### src/logic/usc_pkg.sv
// Purpose: Shared constants of the USB system configuration register bank.
// Assumes: Sixteen-bit registers on a plain strobe port.
// Notes:   Offsets are byte addresses of the register port.
package usc_pkg;

  localparam int unsigned ADDR_W = 8;
  localparam int unsigned DATA_W = 16;

  localparam logic [7:0] OFS_SYSTEM_CONFIGURATION = 8'h00;
  localparam logic [7:0] OFS_SYSTEM_LINE_STATUS   = 8'h02;

  // Field positions of the configuration register.
  localparam int unsigned BIT_CLKSEL_HI   = 15;
  localparam int unsigned BIT_CLKSEL_LO   = 14;
  localparam int unsigned BIT_OSC_BUF     = 13;
  localparam int unsigned BIT_REF_CLK     = 12;
  localparam int unsigned BIT_PLL         = 11;
  localparam int unsigned BIT_INT_CLK     = 10;
  localparam int unsigned BIT_AUTO_CLK    = 8;
  localparam int unsigned BIT_HS_EN       = 7;
  localparam int unsigned BIT_ROLE        = 6;
  localparam int unsigned BIT_DM_PULLDOWN = 5;
  localparam int unsigned BIT_DP_PULLUP   = 4;
  localparam int unsigned BIT_FS_FORCE    = 2;
  localparam int unsigned BIT_SLEEP       = 1;
  localparam int unsigned BIT_BLOCK_EN    = 0;

  // Reset values.
  localparam logic [15:0] RST_SYSTEM_CONFIGURATION = 16'h0000;
  localparam logic [1:0]  RST_LINE_STATE           = 2'h0;

  // Input clock selection codes.
  localparam logic [1:0] CLKSEL_12MHZ    = 2'h0;
  localparam logic [1:0] CLKSEL_24MHZ    = 2'h1;
  localparam logic [1:0] CLKSEL_48MHZ    = 2'h2;
  localparam logic [1:0] CLKSEL_RESERVED = 2'h3;

  // Full-Speed line state codes.
  localparam logic [1:0] LINE_SE0 = 2'h0;
  localparam logic [1:0] LINE_J   = 2'h1;
  localparam logic [1:0] LINE_K   = 2'h2;
  localparam logic [1:0] LINE_SE1 = 2'h3;

  // Sleep state machine.
  typedef enum logic {
    USC_RUN   = 1'h0,
    USC_SLEEP = 1'h1
  } usc_power_t;

endpackage

### src/logic/usc_system_config.sv
// Purpose: System configuration and line status registers of a USB
//          host/peripheral controller.
// Assumes: Inputs synchronous to core_clk; strobes one cycle long.
// Notes:   Read data stands in the cycle after the read strobe only.
`timescale 1ns/1ps

module usc_system_config
  import usc_pkg::*;
(
  input  wire logic              core_clk,
  input  wire logic              rst_n,
  input  wire logic [ADDR_W-1:0] regAddr,
  input  wire logic [DATA_W-1:0] regWdata,
  input  wire logic              regWr,
  input  wire logic              regRd,
  output logic      [DATA_W-1:0] regRdata,
  input  wire logic              wakeReq,
  input  wire logic              handshakeDone,
  input  wire logic              handshakeHighSpeed,
  input  wire logic [1:0]        lineRaw,
  output logic      [1:0]        inputClockSelect,
  output logic                   oscBufferEnable,
  output logic                   referenceClockEnable,
  output logic                   pllEnable,
  output logic                   internalClockEnable,
  output logic                   highSpeedEnable,
  output logic                   hostRole,
  output logic                   linkHighSpeed,
  output logic                   dplusPullupEn,
  output logic                   dplusPulldownEn,
  output logic                   dminusPulldownEn,
  output logic                   fsReceiverOn,
  output logic                   sleepActive,
  output logic                   blockReset_n
);

  ////////////////////////////////////////////////////////////////////////////
  // Configuration register state.

  logic [1:0] clkSel_q;
  logic       oscBuf_q;
  logic       refClk_q;
  logic       pll_q;
  logic       intClk_q;
  logic       autoClk_q;
  logic       hsEn_q;
  logic       role_q;
  logic       dmPd_q;
  logic       dpPu_q;
  logic       fsForce_q;
  logic       blockEn_q;
  usc_power_t power_q;
  logic       speedHs_q;
  logic [1:0] lineState_q;
  logic [DATA_W-1:0] regRdata_q;

  logic cfgWr;
  logic wakeExit;
  logic clkStopWake;

  assign cfgWr = regWr && (regAddr == OFS_SYSTEM_CONFIGURATION);

  // Sleep is left on a wake request; a stopped clock restarts only
  // when auto clock supply is enabled.
  assign wakeExit    = (power_q == USC_SLEEP) && wakeReq;
  assign clkStopWake = (power_q == USC_RUN) && !intClk_q && autoClk_q &&
                       wakeReq;

  function automatic logic [DATA_W-1:0] cfgImage();
    logic [DATA_W-1:0] img;
    img = '0;
    img[BIT_CLKSEL_HI:BIT_CLKSEL_LO] = clkSel_q;
    img[BIT_OSC_BUF]     = oscBuf_q;
    img[BIT_REF_CLK]     = refClk_q;
    img[BIT_PLL]         = pll_q;
    img[BIT_INT_CLK]     = intClk_q;
    img[BIT_AUTO_CLK]    = autoClk_q;
    img[BIT_HS_EN]       = hsEn_q;
    img[BIT_ROLE]        = role_q;
    img[BIT_DM_PULLDOWN] = dmPd_q;
    img[BIT_DP_PULLUP]   = dpPu_q;
    img[BIT_FS_FORCE]    = fsForce_q;
    img[BIT_SLEEP]       = (power_q == USC_SLEEP);
    img[BIT_BLOCK_EN]    = blockEn_q;
    return img;
  endfunction

  ////////////////////////////////////////////////////////////////////////////
  // Plain software fields.

  always_ff @(posedge core_clk) begin
    if (!rst_n) begin
      clkSel_q  <= RST_SYSTEM_CONFIGURATION[BIT_CLKSEL_HI:BIT_CLKSEL_LO];
      autoClk_q <= RST_SYSTEM_CONFIGURATION[BIT_AUTO_CLK];
      hsEn_q    <= RST_SYSTEM_CONFIGURATION[BIT_HS_EN];
      role_q    <= RST_SYSTEM_CONFIGURATION[BIT_ROLE];
      dmPd_q    <= RST_SYSTEM_CONFIGURATION[BIT_DM_PULLDOWN];
      dpPu_q    <= RST_SYSTEM_CONFIGURATION[BIT_DP_PULLUP];
      fsForce_q <= RST_SYSTEM_CONFIGURATION[BIT_FS_FORCE];
      blockEn_q <= RST_SYSTEM_CONFIGURATION[BIT_BLOCK_EN];
    end else if (cfgWr) begin
      clkSel_q  <= regWdata[BIT_CLKSEL_HI:BIT_CLKSEL_LO];
      autoClk_q <= regWdata[BIT_AUTO_CLK];
      hsEn_q    <= regWdata[BIT_HS_EN];
      role_q    <= regWdata[BIT_ROLE];
      dmPd_q    <= regWdata[BIT_DM_PULLDOWN];
      dpPu_q    <= regWdata[BIT_DP_PULLUP];
      fsForce_q <= regWdata[BIT_FS_FORCE];
      blockEn_q <= regWdata[BIT_BLOCK_EN];
    end
  end

  ////////////////////////////////////////////////////////////////////////////
  // Clock enables; hardware restarts win over a write in the same cycle.

  always_ff @(posedge core_clk) begin
    if (!rst_n) begin
      oscBuf_q <= RST_SYSTEM_CONFIGURATION[BIT_OSC_BUF];
    end else if (wakeExit || clkStopWake) begin
      oscBuf_q <= 1'h1;
    end else if (cfgWr) begin
      oscBuf_q <= regWdata[BIT_OSC_BUF];
    end
  end

  always_ff @(posedge core_clk) begin
    if (!rst_n) begin
      refClk_q <= RST_SYSTEM_CONFIGURATION[BIT_REF_CLK];
      pll_q    <= RST_SYSTEM_CONFIGURATION[BIT_PLL];
      intClk_q <= RST_SYSTEM_CONFIGURATION[BIT_INT_CLK];
    end else if (autoClk_q && (wakeExit || clkStopWake)) begin
      refClk_q <= 1'h1;
      pll_q    <= 1'h1;
      intClk_q <= 1'h1;
    end else if (wakeExit) begin
      refClk_q <= 1'h0;
      pll_q    <= 1'h0;
      intClk_q <= 1'h0;
    end else if (cfgWr) begin
      refClk_q <= regWdata[BIT_REF_CLK];
      pll_q    <= regWdata[BIT_PLL];
      intClk_q <= regWdata[BIT_INT_CLK];
    end
  end

  ////////////////////////////////////////////////////////////////////////////
  // Low-power sleep; a software entry in the exit cycle wins.

  always_ff @(posedge core_clk) begin
    if (!rst_n) begin
      power_q <= USC_RUN;
    end else begin
      case (power_q)
        USC_RUN: begin
          if (cfgWr && regWdata[BIT_SLEEP]) begin
            power_q <= USC_SLEEP;
          end
        end
        USC_SLEEP: begin
          if (wakeExit && !(cfgWr && regWdata[BIT_SLEEP])) begin
            power_q <= USC_RUN;
          end
        end
        default: power_q <= USC_RUN;
      endcase
    end
  end

  ////////////////////////////////////////////////////////////////////////////
  // Speed outcome and line state, both under software reset.

  always_ff @(posedge core_clk) begin
    if (!rst_n || !blockEn_q) begin
      speedHs_q <= 1'h0;
    end else if (!hsEn_q) begin
      speedHs_q <= 1'h0;
    end else if (handshakeDone) begin
      speedHs_q <= handshakeHighSpeed;
    end
  end

  always_ff @(posedge core_clk) begin
    if (!rst_n || !blockEn_q) begin
      lineState_q <= RST_LINE_STATE;
    end else if (fsReceiverOn) begin
      lineState_q <= lineRaw;
    end
  end

  ////////////////////////////////////////////////////////////////////////////
  // Register read port; unmapped addresses read zero.

  always_ff @(posedge core_clk) begin
    if (!rst_n) begin
      regRdata_q <= '0;
    end else if (regRd) begin
      case (regAddr)
        OFS_SYSTEM_CONFIGURATION: regRdata_q <= cfgImage();
        OFS_SYSTEM_LINE_STATUS:   regRdata_q <= {14'h0000, lineState_q};
        default:                  regRdata_q <= '0;
      endcase
    end else begin
      regRdata_q <= '0;
    end
  end

  ////////////////////////////////////////////////////////////////////////////
  // Outputs.

  assign regRdata             = regRdata_q;
  assign inputClockSelect     = clkSel_q;
  assign oscBufferEnable      = oscBuf_q;
  assign referenceClockEnable = refClk_q;
  assign pllEnable            = pll_q;
  assign internalClockEnable  = intClk_q;
  assign highSpeedEnable      = hsEn_q;
  assign hostRole             = role_q;
  assign linkHighSpeed        = hsEn_q && speedHs_q;
  assign dplusPullupEn        = dpPu_q;
  assign dplusPulldownEn      = dmPd_q && !dpPu_q;
  assign dminusPulldownEn     = dmPd_q;
  assign sleepActive          = (power_q == USC_SLEEP);
  assign blockReset_n         = blockEn_q;
  // The receiver is off in sleep unless software forces it on.
  assign fsReceiverOn = fsForce_q || (intClk_q && !sleepActive);
endmodule

### config.mk
export PLATFORM = sky130hd
export DESIGN_NAME = usc_system_config
export DESIGN_NICKNAME = d
export VERILOG_FILES = /design/src/logic/usc_pkg.sv /design/src/logic/usc_system_config.sv
export SDC_FILE = /design/constraint.sdc
export NUM_CORES = 1
export LEC_CHECK = 0
export BUFFER_PORTS_ARGS = -buffer_cell sky130_fd_sc_hd__buf_2
export CORE_ASPECT_RATIO = 0.8
export CORE_MARGIN = 2
export CORE_UTILIZATION = 46
export DETAILED_ROUTE_END_ITERATION = 10
export GPL_TIMING_DRIVEN = 0
export PLACE_DENSITY = 0.94
export RECOVER_POWER = 100
export SYNTH_ARGS = -nofsm -noshare
export SYNTH_HDL_FRONTEND = slang
export SYNTH_SLANG_ARGS = --single-unit
export TNS_END_PERCENT = 50
### constraint.sdc
create_clock -name core_clk -period 2.4 [get_ports core_clk]
set_input_delay 0 -clock core_clk [delete_from_list [all_inputs] [get_ports core_clk]]
set_output_delay 0 -clock core_clk [all_outputs]
set_load 0.01 [all_outputs]
After elaboration in Yosys (flattened, before gate mapping)
Index checks and enable logic that the tools add are counted.
- flip-flop bits (word level): 33
- input port bits: 33
- output and inout bits: 31
- equal/unequal tests: 1
- multiplexer cells: 15
- bitwise logic cells: 2
- reductions and logical operators: 25
- operators with widths (kind ; count):
    $pmux 16 s2 ; 1
    $mux 1 ; 13
    $logic_and 1x1->1 ; 11
    $eq 8x2->1 const B ; 1
    $logic_not 8->1 ; 1
    $logic_not 1->1 ; 6
    $logic_or 1x1->1 ; 3
    $reduce_bool 3->1 ; 1
    $not 1->1 ; 2
    $pmux 1 s2 ; 1
    $reduce_and 2->1 ; 1
    $reduce_bool 2->1 ; 1
    $reduce_or 2->1 ; 1

Longest topological paths before layout
Gate-level depths: netlist of run 1.
- depth in word-level cells: 7
- depth in mapped cells: 5
- depth with buffers taken out: 4

Least setup slack after synthesis of run 1
OpenSTA, ideal clock, no wires.
- kind: register to register
- from: reg power_q, in the netlist sleepActive
- to: reg intClk_q, in the netlist internalClockEnable
- setup time: 0.092 ns
- arrival: 1.051 ns
- required time: 2.308 ns
- setup slack: 1.257 ns
- cell stages (with the launch flop): 5
- buffers on the path: 0
- cells stage by stage: dfxtp_1 inv_1 a21oi_1 nor2_1 o32ai_1
- cells in the longest elaborated chain, start to end: 7
- RTL lines (element ; RTL line ; source):
    start, declared ; usc_system_config.sv:52 ; usc_power_t power_q;
    start signal, assigned ; usc_system_config.sv:151 ; power_q <= USC_RUN;
    start signal, assigned ; usc_system_config.sv:156 ; power_q <= USC_SLEEP;
    start signal, assigned ; usc_system_config.sv:161 ; power_q <= USC_RUN;
    $not 1->1 ; - ;
    $logic_and 1x1->1 (3 in a row) ; usc_system_config.sv:66 ; assign clkStopWake = (power_q == USC_RUN) && !intClk_q && autoClk_q &&
    $logic_or 1x1->1 ; usc_system_config.sv:131 ; end else if (autoClk_q && (wakeExit || clkStopWake)) begin
    $logic_and 1x1->1 ; usc_system_config.sv:131 ;
    $reduce_bool 3->1 (no line) or $mux 1 (tied branches) ; - ;
    end signal, assigned ; usc_system_config.sv:130 ; intClk_q <= RST_SYSTEM_CONFIGURATION[BIT_INT_CLK];
    end signal, assigned ; usc_system_config.sv:142 ; intClk_q <= regWdata[BIT_INT_CLK];
    end, declared ; usc_system_config.sv:44 ; logic intClk_q;
Parallel ways exist; a longest one is shown, timed or not.
A chain may end at the register's enable or synchronous reset.

Worst setup path in the final report of run 1
- from: in regAddr[1]
- to: reg oscBuf_q, in the netlist oscBufferEnable
- cells in the longest elaborated chain, start to end: 3
- RTL lines (element ; RTL line ; source):
    start, declared ; usc_system_config.sv:12 ; input wire logic [ADDR_W-1:0] regAddr,
    $logic_not 8->1 ; usc_system_config.sv:61 ; assign cfgWr = regWr && (regAddr == OFS_SYSTEM_CONFIGURATION);
    $logic_and 1x1->1 ; usc_system_config.sv:61 ;
    $reduce_bool 2->1 (no line) ; - ;
    end signal, assigned ; usc_system_config.sv:118 ; oscBuf_q <= RST_SYSTEM_CONFIGURATION[BIT_OSC_BUF];
    end signal, assigned ; usc_system_config.sv:122 ; oscBuf_q <= regWdata[BIT_OSC_BUF];
    end, declared ; usc_system_config.sv:41 ; logic oscBuf_q;
Every way passes these cells.

==> results of run 1 <==
## final timing paths
kind,startpoint,endpoint,slack (ns)
setup / recovery,regAddr[1],oscBufferEnable,0.63
hold / removal,handshakeHighSpeed,speedHs_q,0.03
setup reg to reg,sleepActive,sleepActive,1.02
hold reg to reg,inputClockSelect[0],regRdata[14],0.49
## cell families after synthesis
| family | count (synthesis) | share of synthesized area [%] |
|---|---|---|
| muxes | 15 | 13.1 |
| buffers and inverters | 8 | 4.70 |
| other | 1 | 0.328 |
| and+or+nand+nor | 44 | 21.4 |
| DFF | 31 | 54.3 |
| AOI/OAI and AO/OA | 11 | 6.13 |
## where the power goes
group | total (mW) | internal [mW] | leakage [nW] | switching, mW
sequential | 0.514 | 0.514 | 0.250 | 0.000293
combinational | 0.0658 | 0.0408 | 0.412 | 0.0250
clock | 0.411 | 0.246 | 0.0482 | 0.164
total | 0.991 | 0.801 | 0.710 | 0.190
## Yosys cell counts
cell / n
sky130_fd_sc_hd__nand4_1: 1
sky130_fd_sc_hd__conb_1: 1
sky130_fd_sc_hd__nor3b_1: 1
sky130_fd_sc_hd__and2_1: 14
sky130_fd_sc_hd__a21oi_1: 6
sky130_fd_sc_hd__mux2i_1: 15
sky130_fd_sc_hd__and4b_4: 1
sky130_fd_sc_hd__nor3_1: 1
sky130_fd_sc_hd__o32ai_1: 3
sky130_fd_sc_hd__nor2_1: 15
sky130_fd_sc_hd__buf_12: 1
sky130_fd_sc_hd__o21ai_0: 1
sky130_fd_sc_hd__nor4_4: 1
sky130_fd_sc_hd__inv_1: 3
sky130_fd_sc_hd__nor2b_1: 2
sky130_fd_sc_hd__clkbuf_1: 2
sky130_fd_sc_hd__o2bb2ai_1: 1
sky130_fd_sc_hd__nand4b_1: 1
sky130_fd_sc_hd__buf_4: 2
sky130_fd_sc_hd__nand2_1: 7
sky130_fd_sc_hd__dfxtp_1: 31
## worst reg2reg max path, stage by stage, from the launching register on
cell and delay, ns:
sky130_fd_sc_hd__dfxtp_1 0.42, sky130_fd_sc_hd__inv_1 0.09, sky130_fd_sc_hd__o2bb2ai_1 0.14, sky130_fd_sc_hd__and2_0 0.13
sky130_fd_sc_hd__dlygate4sd3_1 0.55
## area by class of cell
class | instances | area [sq um]
fillers | 188 | 717
clock inverters | 2 | 35.0
clock buffers | 6 | 51.3
well taps | 27 | 33.8
repair buffers | 77 | 438
plain buffers | 5 | 26.3
inverters | 3 | 11.3
multi-input cells | 72 | 469
flip-flops and latches | 31 | 621
## layer usage
layer / track usage, % / up-vias / wire length [um]
met5: 0 / - / 0
met1: 20.0 / 495 / 1140
met4: 6.67 / 0 / 39
met2: 34.8 / 43 / 1370
li1: - / 538 / -
met3: 6.15 / 6 / 168
## timing repair
| item | 4_1_cts | 5_1_grt |
|---|---|---|
| resized for setup | 0 | 0 |
| hold buffers | 17 | 1 |
| endpoints found under the hold margin | 15 | 1 |
==> run_summary.xml, run 1 <==
<?xml version="1.0" encoding="UTF-8"?>
<metrics>
  <group name="sta">
    <metric name="timing.final.ws_setup" unit="ns">0.631</metric>
    <metric name="period_share" unit="%">73.7</metric>
    <metric name="maxSlewViolCount" unit="">0</metric>
    <metric name="min_period" unit="ns">1.77</metric>
    <metric name="worst_clock_skew" unit="ns">0.00304</metric>
    <metric name="timing_worst_slew_pin_value" unit="ns">0.739</metric>
    <metric name="report.final.hold_viol_count" unit="">0</metric>
    <metric name="rsz_0062_raised_after_global_routing" unit="">no</metric>
    <metric name="finalHoldWorstSlack" unit="ns">0.0265</metric>
    <metric name="clock.fmax" unit="MHz">565</metric>
    <metric name="totalNegativeSetupSlack" unit="ns">0</metric>
    <metric name="setup_violations" unit="">0</metric>
    <metric name="worst_slew_margin_rel" unit="%">50.7</metric>
  </group>
  <group name="critical_path">
    <metric name="critPathTopFamily" unit="">buffers and inverters</metric>
    <metric name="cp.buffers_inverters" unit="">3</metric>
    <metric name="timing.critical_path.required" unit="ns">2.59</metric>
    <metric name="crit_chain" unit="">dlygate4sd3_1 &gt; clkbuf_1 &gt; and4b_1 &gt; clkbuf_1 &gt; mux2i_1 &gt; a21oi_1</metric>
    <metric name="crit_path_end_kind" unit="">flop</metric>
    <metric name="slowest_delay" unit="ns">0.58</metric>
    <metric name="worst_r2r_path_depth" unit="">4</metric>
    <metric name="path_class" unit="">input pin to flop</metric>
    <metric name="cp.arrival" unit="ns">1.96</metric>
    <metric name="setup.worst_path.start_class" unit="">input pin</metric>
    <metric name="critical_path.most_common_cell" unit="">sky130_fd_sc_hd__clkbuf_1</metric>
    <metric name="worstSetupPathDepth" unit="">6</metric>
    <metric name="critPathMaxFanout" unit="">10</metric>
    <metric name="crit_slowest_cell" unit="">sky130_fd_sc_hd__clkbuf_1</metric>
  </group>
  <group name="clocking">
    <metric name="postCtsSetupRepairBufs" unit="">0</metric>
    <metric name="htree_num_levels" unit="">2</metric>
    <metric name="cts_sinks" unit="">31</metric>
    <metric name="tritoncts.num_buffers" unit="">5</metric>
    <metric name="later_pin_clock_latency_in_the_skew_report" unit="ns">0.31</metric>
    <metric name="ctsLongestPathBuffers" unit="">2</metric>
    <metric name="cts_tree" unit="">built</metric>
    <metric name="clockRootBuffer" unit="">sky130_fd_sc_hd__clkbuf_4</metric>
    <metric name="clkSlewWorstSetupHoldPaths" unit="ns">0.09</metric>
  </group>
  <group name="global_routing">
    <metric name="antenna_found_initial" unit="">0</metric>
    <metric name="groute.usage.overall" unit="%">19.1</metric>
    <metric name="grt_pass1_wl" unit="um">4210</metric>
    <metric name="grt-ovfl-total" unit="">0</metric>
    <metric name="grt_pass1_vias" unit="">1011</metric>
    <metric name="grt_start_max_net_pins" unit="">11</metric>
  </group>
  <group name="final_layout">
    <metric name="finalCoreUtilization" unit="%">70.2</metric>
    <metric name="final_area" unit="sq um">1690</metric>
    <metric name="insertedDiodeCount" unit="">0</metric>
    <metric name="layout.cells.most_common_list" unit="">sky130_fd_sc_hd__clkbuf_1, sky130_fd_sc_hd__dfxtp_1, sky130_fd_sc_hd__buf_2</metric>
    <metric name="largest_register_ff_count" unit="">14</metric>
    <metric name="flow.area_growth_from_synthesis" unit="%">47.4</metric>
    <metric name="mostFrequentLayoutCell" unit="">sky130_fd_sc_hd__clkbuf_1</metric>
    <metric name="drive_above_1_share" unit="%">20.4</metric>
    <metric name="non_filler_cells_final" unit="">223</metric>
    <metric name="finalNetCount" unit="">228</metric>
  </group>
  <group name="die">
    <metric name="std_cell_rows" unit="">16</metric>
    <metric name="top_ports" unit="">64</metric>
    <metric name="initial_core_util" unit="%">47.6</metric>
    <metric name="die_height" unit="um">48.6</metric>
    <metric name="die_x" unit="um">59.7</metric>
    <metric name="placeableCoreArea" unit="sq um">2400</metric>
    <metric name="area_enclosed_by_the_die_boundary" unit="sq um">2900</metric>
  </group>
  <group name="logic_synthesis">
    <metric name="seq_area_frac_synth" unit="%">54.3</metric>
    <metric name="synth_top_area_share" unit="%">54.3</metric>
    <metric name="synth_cell_type_count" unit="">21</metric>
    <metric name="syn_inst" unit="">110</metric>
    <metric name="yosys_warnings" unit="">0</metric>
    <metric name="netlist_top_cells_area" unit="">sky130_fd_sc_hd__dfxtp_1, sky130_fd_sc_hd__mux2i_1, sky130_fd_sc_hd__and2_1</metric>
    <metric name="synth_largest_area_cell" unit="">sky130_fd_sc_hd__dfxtp_1</metric>
    <metric name="synth-seq-cells" unit="">31</metric>
    <metric name="avgSynthCellArea" unit="sq um">10.4</metric>
    <metric name="synthesis.area" unit="sq um">1140</metric>
  </group>
  <group name="placement">
    <metric name="place.gp.congestion" unit="">0.712</metric>
    <metric name="preCtsSetupSlack" unit="ns">0.993</metric>
    <metric name="io_buffers" unit="">59</metric>
    <metric name="cell_area_reported_after_detailed_placement" unit="sq um">1480</metric>
    <metric name="dp.final_hpwl" unit="um">1940</metric>
    <metric name="placed_cells_incl_taps" unit="">197</metric>
  </group>
  <group name="power_and_ir_drop">
    <metric name="vdd.ir_drop.worst" unit="mV">0.422</metric>
    <metric name="cellPowerDensity" unit="nW/um^2">588</metric>
    <metric name="totalPowerFinal" unit="uW">991</metric>
    <metric name="leakage" unit="nW">0.710</metric>
  </group>
  <group name="routing">
    <metric name="drt-initial-drc-count" unit="">21</metric>
    <metric name="drt-pass1-iter-count" unit="">4</metric>
    <metric name="wl" unit="um">2720</metric>
    <metric name="avgRoutedWirePerCell" unit="um">12.2</metric>
    <metric name="number_of_remaining_drc_errors" unit="">0</metric>
    <metric name="postRouteAntennaNets" unit="">0</metric>
    <metric name="dr_total_vias" unit="">1082</metric>
    <metric name="route.detailed.vias_per_inst" unit="">4.85</metric>
  </group>
  <group name="hold_path">
    <metric name="hold_path.class" unit="">input pin to flop</metric>
    <metric name="timing.hold.worst_path_depth" unit="">3</metric>
  </group>
  <group name="run_status">
    <metric name="status" unit="">complete, no violations</metric>
  </group>
  <group name="job">
    <metric name="cap_violations" unit="">0</metric>
  </group>
</metrics>
(Power assumes the default switching activity.)
==> run 2, diff against run 1 <==
Settings changed: CORE_UTILIZATION 46 to 38, PLACE_DENSITY 0.94 to 0.84.
Clock period 2.4 ns to 1.61 ns, I/O delays scaled along.
==> run_summary.xml, run 2 (synthesized netlist as in run 1, its figures left out) <==
<?xml version="1.0" encoding="UTF-8"?>
<metrics>
  <group name="run_status">
    <metric name="status" unit="">complete, no violations</metric>
  </group>
  <group name="die">
    <metric name="placeableCoreArea" unit="sq um">2810</metric>
    <metric name="die_height" unit="um">53.1</metric>
    <metric name="std_cell_rows" unit="">17</metric>
    <metric name="top_ports" unit="">64</metric>
    <metric name="initial_core_util" unit="%">40.7</metric>
    <metric name="area_enclosed_by_the_die_boundary" unit="sq um">3470</metric>
    <metric name="die_x" unit="um">65.3</metric>
  </group>
  <group name="power_and_ir_drop">
    <metric name="cellPowerDensity" unit="nW/um^2">883</metric>
    <metric name="switching_power_of_the_nets" unit="uW">296</metric>
    <metric name="clkPwrFrac" unit="%">41.0</metric>
    <metric name="seq_power_share" unit="%">52.9</metric>
    <metric name="internal-power" unit="mW">1.16</metric>
    <metric name="vdd.ir_drop.worst" unit="mV">0.463</metric>
    <metric name="pwr-share-comb" unit="%">6.1</metric>
    <metric name="totalPowerFinal" unit="mW">1.45</metric>
    <metric name="swShare" unit="%">20.4</metric>
    <metric name="leakage" unit="nW">0.694</metric>
  </group>
  <group name="sta">
    <metric name="period_share" unit="%">87.7</metric>
    <metric name="report.final.hold_viol_count" unit="">0</metric>
    <metric name="timing.final.ws_setup" unit="ns">0.198</metric>
    <metric name="rsz_0062_raised_after_global_routing" unit="">no</metric>
    <metric name="finalHoldWorstSlack" unit="ns">0.0126</metric>
    <metric name="worst_clock_skew" unit="ns">0.00417</metric>
    <metric name="timing_worst_slew_pin_value" unit="ns">0.638</metric>
    <metric name="min_period" unit="ns">1.41</metric>
    <metric name="maxSlewViolCount" unit="">0</metric>
    <metric name="totalNegativeSetupSlack" unit="ns">0</metric>
    <metric name="worst_slew_margin_rel" unit="%">57.4</metric>
    <metric name="setup_violations" unit="">0</metric>
    <metric name="clock.fmax" unit="MHz">708</metric>
  </group>
  <group name="clocking">
    <metric name="clkSlewWorstSetupHoldPaths" unit="ns">0.06</metric>
    <metric name="cts_tree" unit="">built</metric>
    <metric name="ctsLongestPathBuffers" unit="">2</metric>
    <metric name="clockRootBuffer" unit="">sky130_fd_sc_hd__clkbuf_8</metric>
    <metric name="postCtsSetupRepairBufs" unit="">0</metric>
    <metric name="cts_sinks" unit="">31</metric>
    <metric name="htree_num_levels" unit="">2</metric>
    <metric name="tritoncts.num_buffers" unit="">5</metric>
    <metric name="later_pin_clock_latency_in_the_skew_report" unit="ns">0.28</metric>
  </group>
  <group name="placement">
    <metric name="place.gp.congestion" unit="">0.750</metric>
    <metric name="dp.final_hpwl" unit="um">1910</metric>
    <metric name="preCtsSetupSlack" unit="ns">0.182</metric>
    <metric name="io_buffers" unit="">59</metric>
  </group>
  <group name="routing">
    <metric name="dr_total_vias" unit="">1037</metric>
    <metric name="route.detailed.vias_per_inst" unit="">4.59</metric>
    <metric name="drt-initial-drc-count" unit="">59</metric>
    <metric name="avgRoutedWirePerCell" unit="um">11.5</metric>
    <metric name="number_of_remaining_drc_errors" unit="">0</metric>
    <metric name="drt-pass1-iter-count" unit="">4</metric>
    <metric name="postRouteAntennaNets" unit="">0</metric>
    <metric name="wl" unit="um">2590</metric>
  </group>
  <group name="final_layout">
    <metric name="multi_input_comb_area" unit="sq um">473</metric>
    <metric name="drive_above_1_share" unit="%">21.3</metric>
    <metric name="largest_register_ff_count" unit="">14</metric>
    <metric name="mostFrequentLayoutCell" unit="">sky130_fd_sc_hd__clkbuf_1</metric>
    <metric name="fillers" unit="">286</metric>
    <metric name="ff_latch_area" unit="sq um">621</metric>
    <metric name="finalNetCount" unit="">221</metric>
    <metric name="finalCoreUtilization" unit="%">58.5</metric>
    <metric name="insertedDiodeCount" unit="">0</metric>
    <metric name="flow.area_growth_from_synthesis" unit="%">43.7</metric>
    <metric name="layout.cells.most_common_list" unit="">sky130_fd_sc_hd__clkbuf_1, sky130_fd_sc_hd__dfxtp_1, sky130_fd_sc_hd__buf_2</metric>
  </group>
  <group name="global_routing">
    <metric name="antenna_found_initial" unit="">0</metric>
    <metric name="groute.usage.overall" unit="%">15.8</metric>
    <metric name="grt-ovfl-total" unit="">0</metric>
    <metric name="grt_pass1_wl" unit="um">3950</metric>
    <metric name="grt_start_max_net_pins" unit="">11</metric>
    <metric name="grt_pass1_vias" unit="">937</metric>
  </group>
  <group name="critical_path">
    <metric name="critPathTopFamily" unit="">buffers and inverters</metric>
    <metric name="crit_chain" unit="">clkbuf_1 &gt; nor4_4 &gt; and4b_4 &gt; dlymetal6s2s_1 &gt; mux2i_1 &gt; a21oi_1</metric>
    <metric name="cp.arrival" unit="ns">1.56</metric>
    <metric name="crit_slowest_cell" unit="">sky130_fd_sc_hd__dlymetal6s2s_1</metric>
    <metric name="cp.buffers_inverters" unit="">2</metric>
    <metric name="timing.critical_path.from" unit="">regAddr[7]</metric>
    <metric name="path_class" unit="">input pin to flop</metric>
    <metric name="critPathMaxFanout" unit="">10</metric>
    <metric name="slowest_delay" unit="ns">0.52</metric>
    <metric name="setup.worst_path.start_class" unit="">input pin</metric>
    <metric name="r2r_start" unit="">sleepActive</metric>
    <metric name="crit_path_end_kind" unit="">flop</metric>
    <metric name="timing.critical_path.required" unit="ns">1.76</metric>
  </group>
  <group name="job">
    <metric name="cap_violations" unit="">0</metric>
  </group>
  <group name="hold_path">
    <metric name="hold_start" unit="">regWdata[13]</metric>
    <metric name="hold_path.class" unit="">input pin to flop</metric>
  </group>
</metrics>
run 2: cell count changes in the layout (fill, tap and decap cells not counted):
| cell | before | now |
|---|---|---|
| sky130_fd_sc_hd__and2_1 | 8 | 11 |
| sky130_fd_sc_hd__and4b_4 | 0 | 1 |
| sky130_fd_sc_hd__bufinv_16 | 1 | 0 |
| sky130_fd_sc_hd__clkbuf_1 | 33 | 32 |
| sky130_fd_sc_hd__dlymetal6s2s_1 | 0 | 1 |
| sky130_fd_sc_hd__and4b_1 | 1 | 0 |
| sky130_fd_sc_hd__dlygate4sd3_1 | 18 | 11 |
| sky130_fd_sc_hd__and2_0 | 6 | 3 |
| sky130_fd_sc_hd__clkbuf_8 | 1 | 6 |
| sky130_fd_sc_hd__clkbuf_4 | 5 | 0 |
run 2: path summary, 6_finish.rpt:
path / to / slack (ns) / cells after the start
worst max-delay path: oscBufferEnable / 0.20 / 6
worst min-delay path: oscBufferEnable / 0.01 / 3
worst max register to register: internalClockEnable / 0.29 / 4
worst min register to register: regRdata[14] / 0.48 / 1
run 2: power by group through the flow:
stage          clock (mW)  combinational, mW  sequential (mW)
2_1_floorplan           0             0.0200            0.785
3_3_place_gp            0             0.0660            0.785
3_5_place_dp            0             0.0678            0.785
4_1_cts             0.617             0.0886            0.768
5_1_grt             0.645             0.0955            0.767
6_report            0.595             0.0883            0.768
run 2: tightest hold or removal path: cells and delay by family:
| family | cells | cell delay (ns) |
|---|---|---|
| buf+inv | 1 | 0.08 |
| compound gates | 1 | 0.13 |
| mux | 1 | 0.06 |
run 2: per-layer routing:
metal,global-route usage [%],routed length (um),up-vias
met2,26.4,1200,46
met4,11.5,53,0
met1,17.0,1130,465
li1,-,-,521
met3,5.11,204,5
met5,0,0,-
run 2: area by class of cell:
cell class | count | share of cell area, %
sequential | 31 | 37.8
multi-input combinational | 72 | 28.8
timing repair buffer | 70 | 22.4
clock buffer | 6 | 5.03
tap | 38 | 2.89
buffer | 5 | 2.13
inverter | 3 | 0.685
clock inverter | 1 | 0.305
run 2: stage by stage:
step | instances | area, sq um
floorplan | 111 | 1150
global placement | 208 | 1490
detailed placement | 208 | 1490
CTS | 226 | 1690
global route | 226 | 1640
finish | 226 | 1640
run 2: repair_timing:
action / CTS / global route
hold buffers: 11 / 0
resized for setup: 0 / 0
endpoints found under the setup margin: 0 / 0
endpoints found under the hold margin: 11 / 0
